## config.mk

```make
export PLATFORM = sky130hd
export DESIGN_NAME = icpbw_top
export DESIGN_NICKNAME = d
export VERILOG_FILES = /design/src/common/icpbw_pkg.sv /design/src/common/icpbw_dec_if.sv /design/src/verilog/icpbw_ctx_decode.sv /design/src/verilog/icpbw_bw_limit.sv /design/src/verilog/icpbw_top.sv
export VERILOG_INCLUDE_DIRS = /design/src /design/src/common
export SDC_FILE = /design/constraint.sdc
export NUM_CORES = 1
export LEC_CHECK = 0
export ABC_AREA = 1
export BUFFER_PORTS_ARGS = -buffer_cell sky130_fd_sc_hd__buf_2
export CORE_ASPECT_RATIO = 1.2
export CORE_MARGIN = 2
export CORE_UTILIZATION = 25
export DETAILED_ROUTE_END_ITERATION = 10
export PLACE_DENSITY = 0.43
export SKIP_CTS_REPAIR_TIMING = 1
export SYNTH_ARGS = -nofsm -noshare
export SYNTH_HDL_FRONTEND = slang
export SYNTH_HIERARCHICAL = 1
export SYNTH_SLANG_ARGS = --single-unit
export TNS_END_PERCENT = 50
```

## constraint.sdc

```tcl
create_clock -name ref_clk_i -period 7.05 [get_ports ref_clk_i]
set_input_delay 1.0575 -clock ref_clk_i [delete_from_list [all_inputs] [get_ports ref_clk_i]]
set_output_delay 1.0575 -clock ref_clk_i [all_outputs]
set_load 0.01 [all_outputs]
```

## src/common/icpbw_defs.svh

```systemverilog
// Purpose: Offsets, field positions and limits of the input context decoder.
// Assumes: Byte addresses on a 32-bit classic Wishbone bus, one aligned word per register.
// Notes: Definitions only.
`ifndef ICPBW_DEFS_SVH
`define ICPBW_DEFS_SVH
`define ICPBW_ADR_CMD       6'h00
`define ICPBW_ADR_CAPS      6'h01
`define ICPBW_ADR_DROP      6'h02
`define ICPBW_ADR_ADD       6'h03
`define ICPBW_ADR_CFGW      6'h04
`define ICPBW_ADR_EPMAP     6'h05
`define ICPBW_ADR_CTXEN     6'h06
`define ICPBW_ADR_CFGOUT    6'h07
`define ICPBW_ADR_STATUS    6'h08
`define ICPBW_ADR_GEOM      6'h09
`define ICPBW_TBL_BASE      3'h2
`define ICPBW_RPT_BASE      4'h6
`define ICPBW_OP_CTX        2'h1
`define ICPBW_OP_BW         2'h2
`define ICPBW_CMD_CFGEP     2
`define ICPBW_CMD_SETIF     3
`define ICPBW_CAP_CIC       0
`define ICPBW_CAP_CIE       1
`define ICPBW_CAP_CSZ       2
`define ICPBW_ST_DONE       1
`define ICPBW_PORTS         8
`define ICPBW_RPT_BYTES     16
`define ICPBW_LIM_HS        8'h50
`define ICPBW_LIM_FSSS      8'h5A
`define ICPBW_CTL_SZ_SMALL  7'h20
`define ICPBW_CTL_SZ_LARGE  7'h40
`endif

```

## src/common/icpbw_pkg.sv

```systemverilog
// Purpose: Types shared by the input context decoder modules.
// Assumes: Nothing beyond the defines header.
// Notes: Encodings are fixed binary codes.
package icpbw_pkg;
  typedef enum logic [1:0] {ST_IDLE = 2'b00, ST_CTX = 2'b01, ST_BW = 2'b10} icpbw_state_e;
  typedef enum logic [1:0] {SPD_FS = 2'b00, SPD_HS = 2'b01, SPD_SS = 2'b10, SPD_RSV = 2'b11} icpbw_speed_e;
  typedef enum logic [1:0] {EP_CTRL = 2'b00, EP_ISO = 2'b01, EP_BULK = 2'b10, EP_INTR = 2'b11} icpbw_ep_e;
endpackage

```

## src/common/icpbw_dec_if.sv

```systemverilog
// Purpose: Carries decode and bandwidth signals between the top and its helpers.
// Assumes: Purely combinational helpers.
// Notes: One modport per party.
`timescale 1ns/10ps
interface icpbw_dec_if;
  import icpbw_pkg::*;
  logic [31:0]  drop_word;
  logic [31:0]  add_word;
  logic [31:0]  cfg_word;
  logic         config_info_capable;
  logic         config_info_enable;
  logic         context_size_select;
  logic         cfg_ep_cmd;
  logic         set_intf;
  logic [31:0]  drop_mask;
  logic [31:0]  add_mask;
  logic [23:0]  cfg_info;
  logic [6:0]   ctl_bytes;
  logic [3:0]   ep_num;
  logic         ep_dir;
  icpbw_ep_e    ep_type;
  logic [5:0]   ctx_index;
  logic [7:0]   bw_raw;
  icpbw_speed_e speed;
  logic [7:0]   bw_pct;
  modport top (output drop_word, add_word, cfg_word, config_info_capable, config_info_enable, context_size_select, cfg_ep_cmd, set_intf,
               ep_num, ep_dir, ep_type, bw_raw, speed,
               input drop_mask, add_mask, cfg_info, ctl_bytes, ctx_index, bw_pct);
  modport dec (input drop_word, add_word, cfg_word, config_info_capable, config_info_enable, context_size_select, cfg_ep_cmd, set_intf,
               ep_num, ep_dir, ep_type,
               output drop_mask, add_mask, cfg_info, ctl_bytes, ctx_index);
  modport bw  (input bw_raw, speed, output bw_pct);
endinterface

```

## src/verilog/icpbw_ctx_decode.sv

```systemverilog
// Purpose: Decodes the control words of an input control structure and maps endpoints to indices.
// Assumes: Words are stable while a command runs.
// Notes: Combinational only.
`timescale 1ns/10ps
`include "icpbw_defs.svh"
module icpbw_ctx_decode (
  icpbw_dec_if.dec d
);
  import icpbw_pkg::*;
  logic cfg_gate;

  // The two low drop bits are reserved; bit 0 of the add word names the control structure itself.
  assign d.drop_mask = {d.drop_word[31:2], 2'b00};
  assign d.add_mask  = {d.add_word[31:1], 1'b0};
  assign cfg_gate    = d.config_info_capable & d.config_info_enable & d.cfg_ep_cmd;
  // Reserved top byte is never passed on.
  assign d.cfg_info[7:0]   = cfg_gate ? d.cfg_word[7:0] : 8'h00;
  assign d.cfg_info[15:8]  = (cfg_gate & d.set_intf) ? d.cfg_word[15:8] : 8'h00;
  assign d.cfg_info[23:16] = (cfg_gate & d.set_intf) ? d.cfg_word[23:16] : 8'h00;
  assign d.ctl_bytes = d.context_size_select ? `ICPBW_CTL_SZ_LARGE : `ICPBW_CTL_SZ_SMALL;

  always_comb
  begin
    unique case (d.ep_type)
      EP_CTRL: d.ctx_index = {1'b0, d.ep_num, 1'b0} + 6'h02;
      EP_ISO, EP_BULK, EP_INTR: d.ctx_index = {1'b0, d.ep_num, 1'b1} + {5'h00, d.ep_dir};
    endcase
  end
endmodule

```

## src/verilog/icpbw_bw_limit.sv

```systemverilog
// Purpose: Limits a port's available periodic bandwidth to the range allowed at a speed.
// Assumes: Raw figure is a binary percentage.
// Notes: Combinational only.
`timescale 1ns/10ps
`include "icpbw_defs.svh"
module icpbw_bw_limit (
  icpbw_dec_if.bw b
);
  import icpbw_pkg::*;
  logic [7:0] lim;

  assign lim      = (b.speed == SPD_HS) ? `ICPBW_LIM_HS : `ICPBW_LIM_FSSS;
  // The byte stays a plain binary percentage, no decimal digit coding.
  assign b.bw_pct = (b.bw_raw > lim) ? lim : b.bw_raw;
endmodule

```

## src/verilog/icpbw_top.sv

```systemverilog
// Purpose: Input control structure decoder and root port bandwidth report, behind a Wishbone slave.
// Assumes: Software places the fetched control words in the word registers before a command.
// Notes: Writes take effect at the edge where ack is high; ack comes one cycle after the request.
`timescale 1ns/10ps
`include "icpbw_defs.svh"
module icpbw_top (
  input  wire logic        ref_clk_i,
  input  wire logic        rstn_i,
  input  wire logic        wb_cyc_i,
  input  wire logic        wb_stb_i,
  input  wire logic        wb_we_i,
  input  wire logic [7:0]  wb_adr_i,
  input  wire logic [3:0]  wb_sel_i,
  input  wire logic [31:0] wb_dat_i,
  output logic      [31:0] wb_dat_o,
  output logic             wb_ack_o,
  output logic             busy_o,
  output logic      [31:0] ctx_enable_o
);
  import icpbw_pkg::*;

  icpbw_dec_if  dif ();
  icpbw_state_e state_ff;
  logic [31:0]  drop_ff;
  logic [31:0]  add_ff;
  logic [31:0]  cfgw_ff;
  logic [2:0]   caps_ff;
  logic [5:0]   cmd_ff;
  logic [6:0]   epmap_ff;
  logic [31:0]  fetch_ff;
  logic [23:0]  cfgout_ff;
  logic         done_ff;
  logic [3:0]   port_ff;
  logic [7:0]   tbl_ff [1:`ICPBW_PORTS];
  logic [7:0]   rpt_ff [0:`ICPBW_RPT_BYTES-1];
  logic         acc;
  logic         wr;
  logic         start;
  logic [5:0]   widx;

  assign acc   = wb_cyc_i & wb_stb_i;
  assign wr    = acc & wb_we_i & wb_ack_o;
  assign widx  = wb_adr_i[7:2];
  assign start = wr & (widx == `ICPBW_ADR_CMD) & (state_ff == ST_IDLE) & wb_sel_i[0];

  function automatic logic [31:0] f_merge(input logic [31:0] o, input logic [31:0] n, input logic [3:0] s);
    f_merge = o;
    for (int i = 0; i < 4; i++)
    begin
      if (s[i])
        f_merge[8*i +: 8] = n[8*i +: 8];
    end
  endfunction

  assign dif.drop_word  = drop_ff;
  assign dif.add_word   = add_ff;
  assign dif.cfg_word   = cfgw_ff;
  assign dif.config_info_capable        = caps_ff[`ICPBW_CAP_CIC];
  assign dif.config_info_enable        = caps_ff[`ICPBW_CAP_CIE];
  assign dif.context_size_select        = caps_ff[`ICPBW_CAP_CSZ];
  assign dif.cfg_ep_cmd = cmd_ff[`ICPBW_CMD_CFGEP];
  assign dif.set_intf   = cmd_ff[`ICPBW_CMD_SETIF];
  assign dif.ep_num     = epmap_ff[3:0];
  assign dif.ep_dir     = epmap_ff[4];
  assign dif.ep_type    = icpbw_ep_e'(epmap_ff[6:5]);
  assign dif.speed      = icpbw_speed_e'(cmd_ff[5:4]);
  assign dif.bw_raw     = tbl_ff[port_ff + 4'h1];

  icpbw_ctx_decode u_dec (
    .d (dif.dec)
  );

  icpbw_bw_limit u_lim (
    .b (dif.bw)
  );

  // Command sequencer; commands written while busy are dropped.
  always_ff @(posedge ref_clk_i or negedge rstn_i)
  begin
    if (!rstn_i)
    begin
      state_ff <= ST_IDLE;
      port_ff  <= 4'h0;
    end
    else
    begin
      unique case (state_ff)
        ST_IDLE:
        begin
          port_ff <= 4'h0;
          if (start && wb_dat_i[1:0] == `ICPBW_OP_CTX)
            state_ff <= ST_CTX;
          else if (start && wb_dat_i[1:0] == `ICPBW_OP_BW)
            state_ff <= ST_BW;
        end
        ST_CTX: state_ff <= ST_IDLE;
        ST_BW:
        begin
          port_ff <= port_ff + 4'h1;
          if (port_ff == 4'(`ICPBW_PORTS - 1))
            state_ff <= ST_IDLE;
        end
      endcase
    end
  end

  // Control words are frozen while a command runs, so a late write cannot tear the decode.
  always_ff @(posedge ref_clk_i or negedge rstn_i)
  begin
    if (!rstn_i)
    begin
      drop_ff  <= 32'h0000_0000;
      add_ff   <= 32'h0000_0000;
      cfgw_ff  <= 32'h0000_0000;
      caps_ff  <= 3'h0;
      cmd_ff   <= 6'h00;
      epmap_ff <= 7'h00;
    end
    else if (wr && state_ff == ST_IDLE)
    begin
      unique case (widx)
        `ICPBW_ADR_DROP:  drop_ff  <= f_merge(drop_ff, wb_dat_i, wb_sel_i);
        `ICPBW_ADR_ADD:   add_ff   <= f_merge(add_ff, wb_dat_i, wb_sel_i);
        `ICPBW_ADR_CFGW:  cfgw_ff  <= f_merge(cfgw_ff, wb_dat_i, wb_sel_i);
        `ICPBW_ADR_CAPS:  caps_ff  <= wb_sel_i[0] ? wb_dat_i[2:0] : caps_ff;
        `ICPBW_ADR_CMD:   cmd_ff   <= wb_sel_i[0] ? wb_dat_i[5:0] : cmd_ff;
        `ICPBW_ADR_EPMAP: epmap_ff <= wb_sel_i[0] ? wb_dat_i[6:0] : epmap_ff;
        default:          epmap_ff <= epmap_ff;
      endcase
    end
  end

  always_ff @(posedge ref_clk_i or negedge rstn_i)
  begin
    if (!rstn_i)
    begin
      for (int i = 1; i <= `ICPBW_PORTS; i++)
        tbl_ff[i] <= 8'h00;
    end
    else if (wr && widx[5:3] == `ICPBW_TBL_BASE && wb_sel_i[0])
      tbl_ff[{1'b0, widx[2:0]} + 4'h1] <= wb_dat_i[7:0];
  end

  // Context state: drops first, then adds, so a context both dropped and added ends enabled.
  always_ff @(posedge ref_clk_i or negedge rstn_i)
  begin
    if (!rstn_i)
    begin
      ctx_enable_o <= 32'h0000_0000;
      fetch_ff     <= 32'h0000_0000;
      cfgout_ff    <= 24'h00_0000;
    end
    else if (state_ff == ST_CTX)
    begin
      ctx_enable_o <= (ctx_enable_o & ~dif.drop_mask) | dif.add_mask;
      fetch_ff     <= dif.add_mask;
      cfgout_ff    <= dif.cfg_info;
    end
  end

  // Report bytes: byte 0 stays zero, byte k takes port k, bytes past the last port stay zero.
  always_ff @(posedge ref_clk_i or negedge rstn_i)
  begin
    if (!rstn_i)
    begin
      for (int i = 0; i < `ICPBW_RPT_BYTES; i++)
        rpt_ff[i] <= 8'h00;
    end
    else if (state_ff == ST_BW)
      rpt_ff[port_ff + 4'h1] <= dif.bw_pct;
  end

  // Done is sticky; a completion in the same cycle as a clear wins.
  always_ff @(posedge ref_clk_i or negedge rstn_i)
  begin
    if (!rstn_i)
      done_ff <= 1'b0;
    else if (state_ff != ST_IDLE && !(state_ff == ST_BW && port_ff != 4'(`ICPBW_PORTS - 1)))
      done_ff <= 1'b1;
    else if (wr && widx == `ICPBW_ADR_STATUS && wb_sel_i[0] && wb_dat_i[`ICPBW_ST_DONE])
      done_ff <= 1'b0;
  end

  always_ff @(posedge ref_clk_i or negedge rstn_i)
  begin
    if (!rstn_i)
      busy_o <= 1'b0;
    else
      busy_o <= (state_ff == ST_BW && port_ff != 4'(`ICPBW_PORTS - 1)) || (state_ff == ST_IDLE && start);
  end

  // Unmapped addresses read as zero and are still acknowledged.
  always_ff @(posedge ref_clk_i or negedge rstn_i)
  begin
    if (!rstn_i)
    begin
      wb_ack_o <= 1'b0;
      wb_dat_o <= 32'h0000_0000;
    end
    else
    begin
      wb_ack_o <= acc & ~wb_ack_o;
      wb_dat_o <= 32'h0000_0000;
      if (widx[5:2] == `ICPBW_RPT_BASE)
        wb_dat_o <= {rpt_ff[{widx[1:0], 2'h3}], rpt_ff[{widx[1:0], 2'h2}],
                     rpt_ff[{widx[1:0], 2'h1}], rpt_ff[{widx[1:0], 2'h0}]};
      else if (widx[5:3] == `ICPBW_TBL_BASE)
        wb_dat_o <= {24'h00_0000, tbl_ff[{1'b0, widx[2:0]} + 4'h1]};
      else
        unique case (widx)
          `ICPBW_ADR_CMD:    wb_dat_o <= {26'h000_0000, cmd_ff};
          `ICPBW_ADR_CAPS:   wb_dat_o <= {29'h0000_0000, caps_ff};
          `ICPBW_ADR_DROP:   wb_dat_o <= drop_ff;
          `ICPBW_ADR_ADD:    wb_dat_o <= add_ff;
          `ICPBW_ADR_CFGW:   wb_dat_o <= cfgw_ff;
          `ICPBW_ADR_EPMAP:  wb_dat_o <= {18'h0_0000, dif.ctx_index, 1'b0, epmap_ff};
          `ICPBW_ADR_CTXEN:  wb_dat_o <= ctx_enable_o;
          `ICPBW_ADR_CFGOUT: wb_dat_o <= {8'h00, cfgout_ff};
          `ICPBW_ADR_STATUS: wb_dat_o <= {30'h0000_0000, done_ff, busy_o};
          `ICPBW_ADR_GEOM:   wb_dat_o <= {fetch_ff[31:1], 1'b0} | {25'h000_0000, dif.ctl_bytes};
          default:           wb_dat_o <= 32'h0000_0000;
        endcase
    end
  end

  property p_ack_once;
    @(posedge ref_clk_i) disable iff (!rstn_i) wb_ack_o |=> !wb_ack_o;
  endproperty
  a_ack_once: assert property (p_ack_once) else $error("ack held two cycles");

  property p_ack_next;
    @(posedge ref_clk_i) disable iff (!rstn_i) (wb_cyc_i && wb_stb_i && !wb_ack_o) |=> wb_ack_o;
  endproperty
  a_ack_next: assert property (p_ack_next) else $error("ack not one cycle after request");

  property p_drop;
    @(posedge ref_clk_i) disable iff (!rstn_i)
      state_ff == ST_CTX |=> (ctx_enable_o & $past(dif.drop_mask & ~dif.add_mask)) == 32'h0000_0000;
  endproperty
  a_drop: assert property (p_drop) else $error("dropped context still enabled");

  property p_add;
    @(posedge ref_clk_i) disable iff (!rstn_i)
      state_ff == ST_CTX |=> (ctx_enable_o & $past(add_ff & 32'hFFFF_FFFE)) == $past(add_ff & 32'hFFFF_FFFE);
  endproperty
  a_add: assert property (p_add) else $error("added context not enabled");

  property p_ctl_idx;
    @(posedge ref_clk_i) disable iff (!rstn_i) !ctx_enable_o[0] && !fetch_ff[0];
  endproperty
  a_ctl_idx: assert property (p_ctl_idx) else $error("control entry treated as context");

  property p_cfg_gate;
    @(posedge ref_clk_i) disable iff (!rstn_i)
      (state_ff == ST_CTX && !(caps_ff[0] && caps_ff[1] && cmd_ff[2])) |=> cfgout_ff == 24'h00_0000;
  endproperty
  a_cfg_gate: assert property (p_cfg_gate) else $error("config info passed without enable");

  property p_intf_gate;
    @(posedge ref_clk_i) disable iff (!rstn_i) (state_ff == ST_CTX && !cmd_ff[3]) |=> cfgout_ff[23:8] == 16'h0000;
  endproperty
  a_intf_gate: assert property (p_intf_gate) else $error("interface bytes without set-interface");

  property p_bw_walk;
    @(posedge ref_clk_i) disable iff (!rstn_i)
      (state_ff == ST_IDLE && start && wb_dat_i[1:0] == 2'h2) |=> (state_ff == ST_BW)[*8] ##1 state_ff == ST_IDLE;
  endproperty
  a_bw_walk: assert property (p_bw_walk) else $error("bandwidth walk not one port per cycle");

  property p_bw_range;
    @(posedge ref_clk_i) disable iff (!rstn_i)
      state_ff == ST_BW |-> dif.bw_pct <= ((cmd_ff[5:4] == 2'b01) ? 8'h50 : 8'h5A);
  endproperty
  a_bw_range: assert property (p_bw_range) else $error("bandwidth percent out of range");

  property p_rpt_rsv;
    @(posedge ref_clk_i) disable iff (!rstn_i) rpt_ff[0] == 8'h00;
  endproperty
  a_rpt_rsv: assert property (p_rpt_rsv) else $error("reserved report byte written");

  c_ctx: cover property (@(posedge ref_clk_i) disable iff (!rstn_i) state_ff == ST_CTX && drop_ff[2]);
  c_bw: cover property (@(posedge ref_clk_i) disable iff (!rstn_i) state_ff == ST_BW && cmd_ff[5:4] == 2'b01);
  c_cfg: cover property (@(posedge ref_clk_i) disable iff (!rstn_i) cfgout_ff[15:8] != 8'h00);
endmodule

```

## Yosys cells after proc, flatten, opt, wreduce, memory -nomap -nowiden

Cells that the tools add are included.

| storage, ports and cells | value |
|---|---|
| memories kept | 0 |
| output and inout bits | 66 |
| word-level logic and storage cells | 184 |
| bits in writable memories | 0 |
| bits in read-only memories | 0 |
| bits of input ports | 49 |
| flip-flop bits (word level) | 432 |
| bits in latches | 0 |

| operators by class | value |
|---|---|
| shift-type cells | 0 |
| bitwise logic cells | 21 |
| $mul | 0 |
| eq/ne operators | 23 |
| magnitude comparators | 9 |
| multiplexer cells | 41 |
| divide/modulo/power cells | 0 |
| add/subtract/negate cells | 4 |
| reductions and logical operators | 38 |

Operators by type and width:

| operator | count |
|---|---|
| case mux 32 bit (10 select lines) | 1 |
| binary-select mux 8 bit (select 4 bit) | 6 |
| 2-to-1 mux 8 bit | 18 |
| bitwise mux 128 bit | 1 |
| bitwise mux 64 bit | 1 |
| demux 8 bit (select 4 bit) | 2 |
| 2-to-1 mux 32 bit | 2 |
| AND reduction 3 bit | 15 |
| AND 32 bit | 1 |
| NOT 32 bit | 1 |
| bitwise OR 32 bit | 1 |
| bitwise OR 32 x 7 -> 32 bit | 1 |
| greater-or-equal comparator 5 bit, second input constant | 6 |
| NOT 4 -> 5 bit | 6 |
| == test 6 x 3 -> 1 bit, second input constant | 4 |
| logical AND 1 bit | 13 |
| == test 6 x 2 -> 1 bit, second input constant | 2 |
| == test 6 x 4 -> 1 bit, second input constant | 2 |
| case mux 6 bit (2 select lines) | 1 |
| AND 1 bit | 10 |
| less-than comparator 5 x 1 -> 1 bit, second input constant | 2 |
| == test 2 x 1 -> 1 bit, second input constant | 4 |
| == test 2 bit, second input constant | 4 |
| == test 4 x 3 -> 1 bit, second input constant | 2 |
| other kinds (24) | 30 |

## Depth between registers and ports, before layout

| logic depth | value |
|---|---|
| word-level depth | 10 |
| depth in mapped cells | 22 |

## Cells and area by module

Netlist, hierarchy kept.

Modules (own cells, without submodules):

| module | cells each | area an instance (um^2) | times used |
|---|---|---|---|
| icpbw_top | 2353 | 19238.5 | 1 |
| icpbw_ctx_decode | 155 | 954.7 | 1 |
| icpbw_bw_limit | 39 | 205.2 | 1 |

## Worst setup path before layout

Ideal clock, no wire load.

| timing | value |
|---|---|
| path type | reg-to-reg |
| start point | reg port_ff[0] |
| end point | reg rpt_ff[105] (netlist bit) |
| data arrival time | 3.130 ns |
| cell stages (with the launch flop) | 20 |
| path buffers | 4 |
| data required time | 6.917 ns |
| library setup time | 0.133 ns |
| setup slack | 3.787 ns |
| cells stage by stage | dfrtp_1 -> buf_2 -> clkinv_1 -> clkbuf_1 -> ha_1 -> clkbuf_1 -> o21ai_0 -> o32ai_1 -> nand2_1 -> nand3_1 -> inv_1 -> ha_1 -> nand3_1 -> nor2_2 -> nand3_2 -> nand3_1 -> nand2_1 -> inv_1 -> clkbuf_1 -> o21ai_0 |

| on the way | value |
|---|---|
| word-level cells in the longest chain between the ends | 8 |
| elaborated cells on any way between the ends | 13 |
| those cells by class | add/sub (1); order compare (3); mux (7); bitwise (1); reduce/logical (1) |

Ends and longest elaborated chain:

| element | RTL line | source |
|---|---|---|
| start: declaration | icpbw_top.sv:33 | `logic [3:0] port_ff;` |
| start signal: assignment | icpbw_top.sv:99 | `port_ff <= port_ff + 4'h1;` |
| adder 4 x 1 -> 4 bit * | icpbw_top.sv:67 | `assign dif.bw_raw = tbl_ff[port_ff + 4'h1];` |
| NOT 4 -> 5 bit (not written as such) * | icpbw_top.sv:67 |  |
| binary-select mux 8 bit (select 4 bit) * | icpbw_top.sv:67 |  |
| 2-to-1 mux 8 bit (not written as such) * (2 in series) | icpbw_top.sv:67 |  |
| via dif.bw_raw[1] | icpbw_dec_if.sv:23 | `logic [7:0] bw_raw;` |
| > comparator 8 bit | icpbw_bw_limit.sv:14 | `assign b.bw_pct = (b.bw_raw > lim) ? lim : b.bw_raw;` |
| 2-to-1 mux 8 bit * | icpbw_bw_limit.sv:14 |  |
| via dif.bw_pct[1] | icpbw_dec_if.sv:25 | `logic [7:0] bw_pct;` |
| bitwise mux 128 bit * | icpbw_top.sv:170 | `rpt_ff[port_ff + 4'h1] <= dif.bw_pct;` |
| end signal: indexed assignment | icpbw_top.sv:170 |  |
| end: declaration | icpbw_top.sv:35 | `` logic [7:0] rpt_ff [0:`ICPBW_RPT_BYTES-1]; `` |

The timed path passes the listed nets; every way through them passes the cells marked *. The select of a mux whose other input is x is not followed.
A chain may end at the register's enable or synchronous reset.

## Worst setup path after layout

| timing | value |
|---|---|
| start point | reg port_ff[0] |
| end point | reg rpt_ff[102] (netlist bit) |

| on the way | value |
|---|---|
| word-level cells in the longest chain between the ends | 8 |
| elaborated cells on any way between the ends | 13 |
| those cells by class | add/sub (1); order compare (3); mux (7); bitwise (1); reduce/logical (1) |

Ends and longest elaborated chain:

| element | RTL line |
|---|---|
| adder 4 x 1 -> 4 bit | icpbw_top.sv:67 |
| NOT 4 -> 5 bit (not written as such) | icpbw_top.sv:67 |
| binary-select mux 8 bit (select 4 bit) | icpbw_top.sv:67 |
| 2-to-1 mux 8 bit (not written as such) (2 in series) | icpbw_top.sv:67 |
| via dif.bw_raw[1] | icpbw_dec_if.sv:23 |
| > comparator 8 bit | icpbw_bw_limit.sv:14 |
| 2-to-1 mux 8 bit | icpbw_bw_limit.sv:14 |
| via dif.bw_pct[6] | icpbw_dec_if.sv:25 |
| bitwise mux 128 bit | icpbw_top.sv:170 |

The timed path passes the listed nets, and every way through them passes these cells. The select of a mux whose other input is x is not followed.

==> flow_metrics.py <==
metrics = {
    "cts": {
        "cts.sinks": 432,
        "cts_buffers": 46,
        "cts_tree": "built",
        "h-tree-depth": 2,
        "clock_latency_ns": 0.60,
        "clk_pin_slew_ns": 0.06,
        "clock_path_buffers": 3,
        "cts_root_buffer": "clkbuf_16",
    },
    "floorplan": {
        "die_width_um": 265,
        "initial_utilization": 0.253,
        "core_area_mm2": 0.0807,
        "dieArea_mm2": 0.0839,
        "placementRows": 114,
        "die_h_um": 317,
        "num_io_pins": 115,
    },
    "route": {
        "routed_via_density": 4.72,
        "drc": 0,
        "first_iter_violations": 1369,
        "drt-total-wl_mm": 66.7,
        "firstDrtPassIters": 5,
        "route.vias.total": 17100,
        "wl_per_cell_um": 18.5,
        "drtAntennaViolNets": 0,
    },
    "logic_synthesis": {
        "synth-edff-count": 0,
        "async_flop_share": 1.00,
        "synth_ff_type": "dfrtp_1",
        "synth_top_area_share": 0.530,
        "syn_inst": 2547,
        "synth-seq-cells": 432,
        "syn-cell-area_mm2": 0.0204,
        "avgSynthCellArea_um2": 8.01,
        "synth_cell_types": 37,
        "ys_warn_count": 6,
        "synth_area_leader_cell": "dfrtp_1",
        "yosysSeqAreaShare": 0.530,
        "yosys-top-cells-area": "dfrtp_1 (53%), nand2_1 (14%), o21ai_0 (11%), nor2_1 (3.8%), inv_1 (3.4%)",
    },
    "sta": {
        "relSlewSlack": 0.204,
        "setup-violations-final": 0,
        "max_freq_mhz": 204,
        "hold_viol": 0,
        "skew_ns": 0.0451,
        "period_share": 0.696,
        "maxSlewViolCount": 0,
        "tns_ns": 0,
        "rsz0062_at_grt": "false",
        "min_period_ns": 4.91,
        "worstMarginPinSlew_ns": 1.19,
    },
    "power_and_ir_drop": {
        "switching_share": 0.315,
        "p_leak_nw": 11.0,
        "clock_power_share": 0.386,
        "ir_worst_vdd_v": 0.000187,
        "p_sw_mw": 1.97,
        "total_power_mw": 6.24,
        "power_density_mw_per_mm2": 272,
        "p_seq_frac": 0.438,
        "intPower_mw": 4.27,
        "pwr-share-comb": 0.176,
    },
    "hold_path": {
        "min_path_type": "flip-flop to flip-flop",
    },
    "cells_and_area": {
        "drive_gt1_frac": 0.0926,
        "layout.nets": 2600,
        "final_cell_mix": "nand2_1 (765), o21ai_0 (437), dfrtp_1 (432)",
        "antenna_cells": 0,
        "layout.cells.most_common": "nand2_1",
        "syn_to_final_growth_pct": 12.4,
    },
    "setup_path": {
        "crit_arrival_ns": 5.32,
        "worstPathRequired_ns": 7.46,
        "end_kind": "flip-flop",
        "cp_max_fo": 39,
        "critPathLaunchType": "flip-flop",
        "path_class": "flip-flop to flip-flop",
    },
    "placement": {
        "gp_congestion": 0.832,
        "hpwl_mm": 42.6,
        "port_buffers": 112,
    },
    "global_route": {
        "grt_max_degree": 142,
        "grt_pass1_wl_mm": 103,
        "antenna_found_initial": 1,
        "grt_pass1_vias": 16800,
        "track_usage": 0.159,
        "grt_overflow": 0,
    },
    "job": {
        "maxCapViolCount": 0,
    },
    "status": {
        "outcome": "finished, final reports clean",
    },
}
[through the flow]
step	instance area [um2]	instances	utilization	hold WS, ns	setup slack (ns)
after floorplan	20400	2554	-	0.437	3.79
after global placement	21500	3532	0.266	0.452	2.27
after detailed placement	21500	3532	0.266	0.458	2.23
after CTS	22900	3613	0.284	0.473	2.18
after global routing	22900	3613	0.284	0.489	1.78
final	22900	3613	0.284	0.470	2.14
[flip-flops by register name, summed over array words and instances, names as in the netlist, 2 cells and up]
name and cells:
rpt_ff 128, tbl_ff 64, add_ff 32, cfgw_ff 32
ctx_enable_o 32, dif.drop_word 32, wb_dat_o 32, fetch_ff 31
cfgout_ff 24, epmap_ff 7, cmd_ff 6, port_ff 4
caps_ff 3, state_ff 2
[layout make-up]
cell class | count | area (um2)
Tap cell | 1044 | 1310
Multi-Input combinational cell | 1732 | 7880
Clock buffer | 63 | 1340
Fill cell | 8684 | 57800
Timing Repair Buffer | 134 | 761
Clock inverter | 18 | 124
Inverter | 190 | 713
Sequential cell | 432 | 10800
[cell usage after synthesis (3+ instances only)]
master / n
buf_4: 72
nand2_1: 765
o211ai_1: 3
nand3_2: 3
a21oi_1: 66
inv_1: 187
nor2_2: 11
xor2_1: 3
nand4_1: 27
nor2_1: 206
ha_1: 15
clkbuf_1: 109
nor3_1: 5
o32ai_1: 7
nor2_4: 3
o22ai_1: 77
o21ai_0: 437
dfrtp_1: 432
nand3_1: 79
buf_2: 15
nand2_2: 3
[final timing paths]
| check | start | endpoint | slack, ns | cells past startpoint |
|---|---|---|---|---|
| max reg2reg | port_ff[0] | rpt_ff[102] | 2.14 | 18 |
| min in group asynchronous | rstn_i | tbl_ff[30] | 0.50 | 1 |
| max | port_ff[0] | rpt_ff[102] | 2.14 | 18 |
| min reg2reg | fetch_ff[3] | fetch_ff[3] | 0.47 | 2 |
| min | fetch_ff[3] | fetch_ff[3] | 0.47 | 2 |
| max in group asynchronous | rstn_i | fetch_ff[15] | 4.89 | 2 |
[routing by layer]
layer  share of wire  track usage  routed length (um)
met1            0.45        0.212               30100
met2            0.47        0.262               31100
met3           0.048       0.0225                3180
met4           0.034       0.0593                2260
met5         0.00012            0                   8
[critical path, stage by stage (launching register included)]
cell and delay (ns):
dfrtp_1 0.32, buf_4 0.40, clkinv_1 0.12, buf_4 0.26, ha_1 0.74, inv_1 0.70
o21ai_0 0.22, o22ai_1 0.17, nand2_1 0.07, nand3_1 0.17, inv_1 0.06, ha_1 0.28
nand3_1 0.09, nor2_2 0.13, nand3_2 0.12, nand2_2 0.12, nand2_1 0.06, inv_1 0.47
o21ai_0 0.19
[cells by family (layout without fill, tap and decap cells)]
family                     Yosys count  after routing  synth area share
buffers and inverters              390            405            0.0864
AOI/OAI and AO/OA                  596            596             0.154
DFF                                432            432             0.530
other                                2              9          0.000368
and+or+nand+nor                   1107           1107             0.218
xor gates and xnor gates             5              5           0.00215
adders and majority gates           15             15           0.00920
[power groups by stage]
| stage | Clock [mW] | Sequential (mW) | Combinational [mW] |
|---|---|---|---|
| after floorplan | 0 | 2.76 | 0.691 |
| after global placement | 0 | 2.77 | 1.10 |
| after detailed placement | 0 | 2.77 | 1.11 |
| after CTS | 2.50 | 2.73 | 1.11 |
| after global routing | 2.59 | 2.75 | 1.25 |
| final | 2.41 | 2.73 | 1.10 |
(Power assumes the default switching activity.)
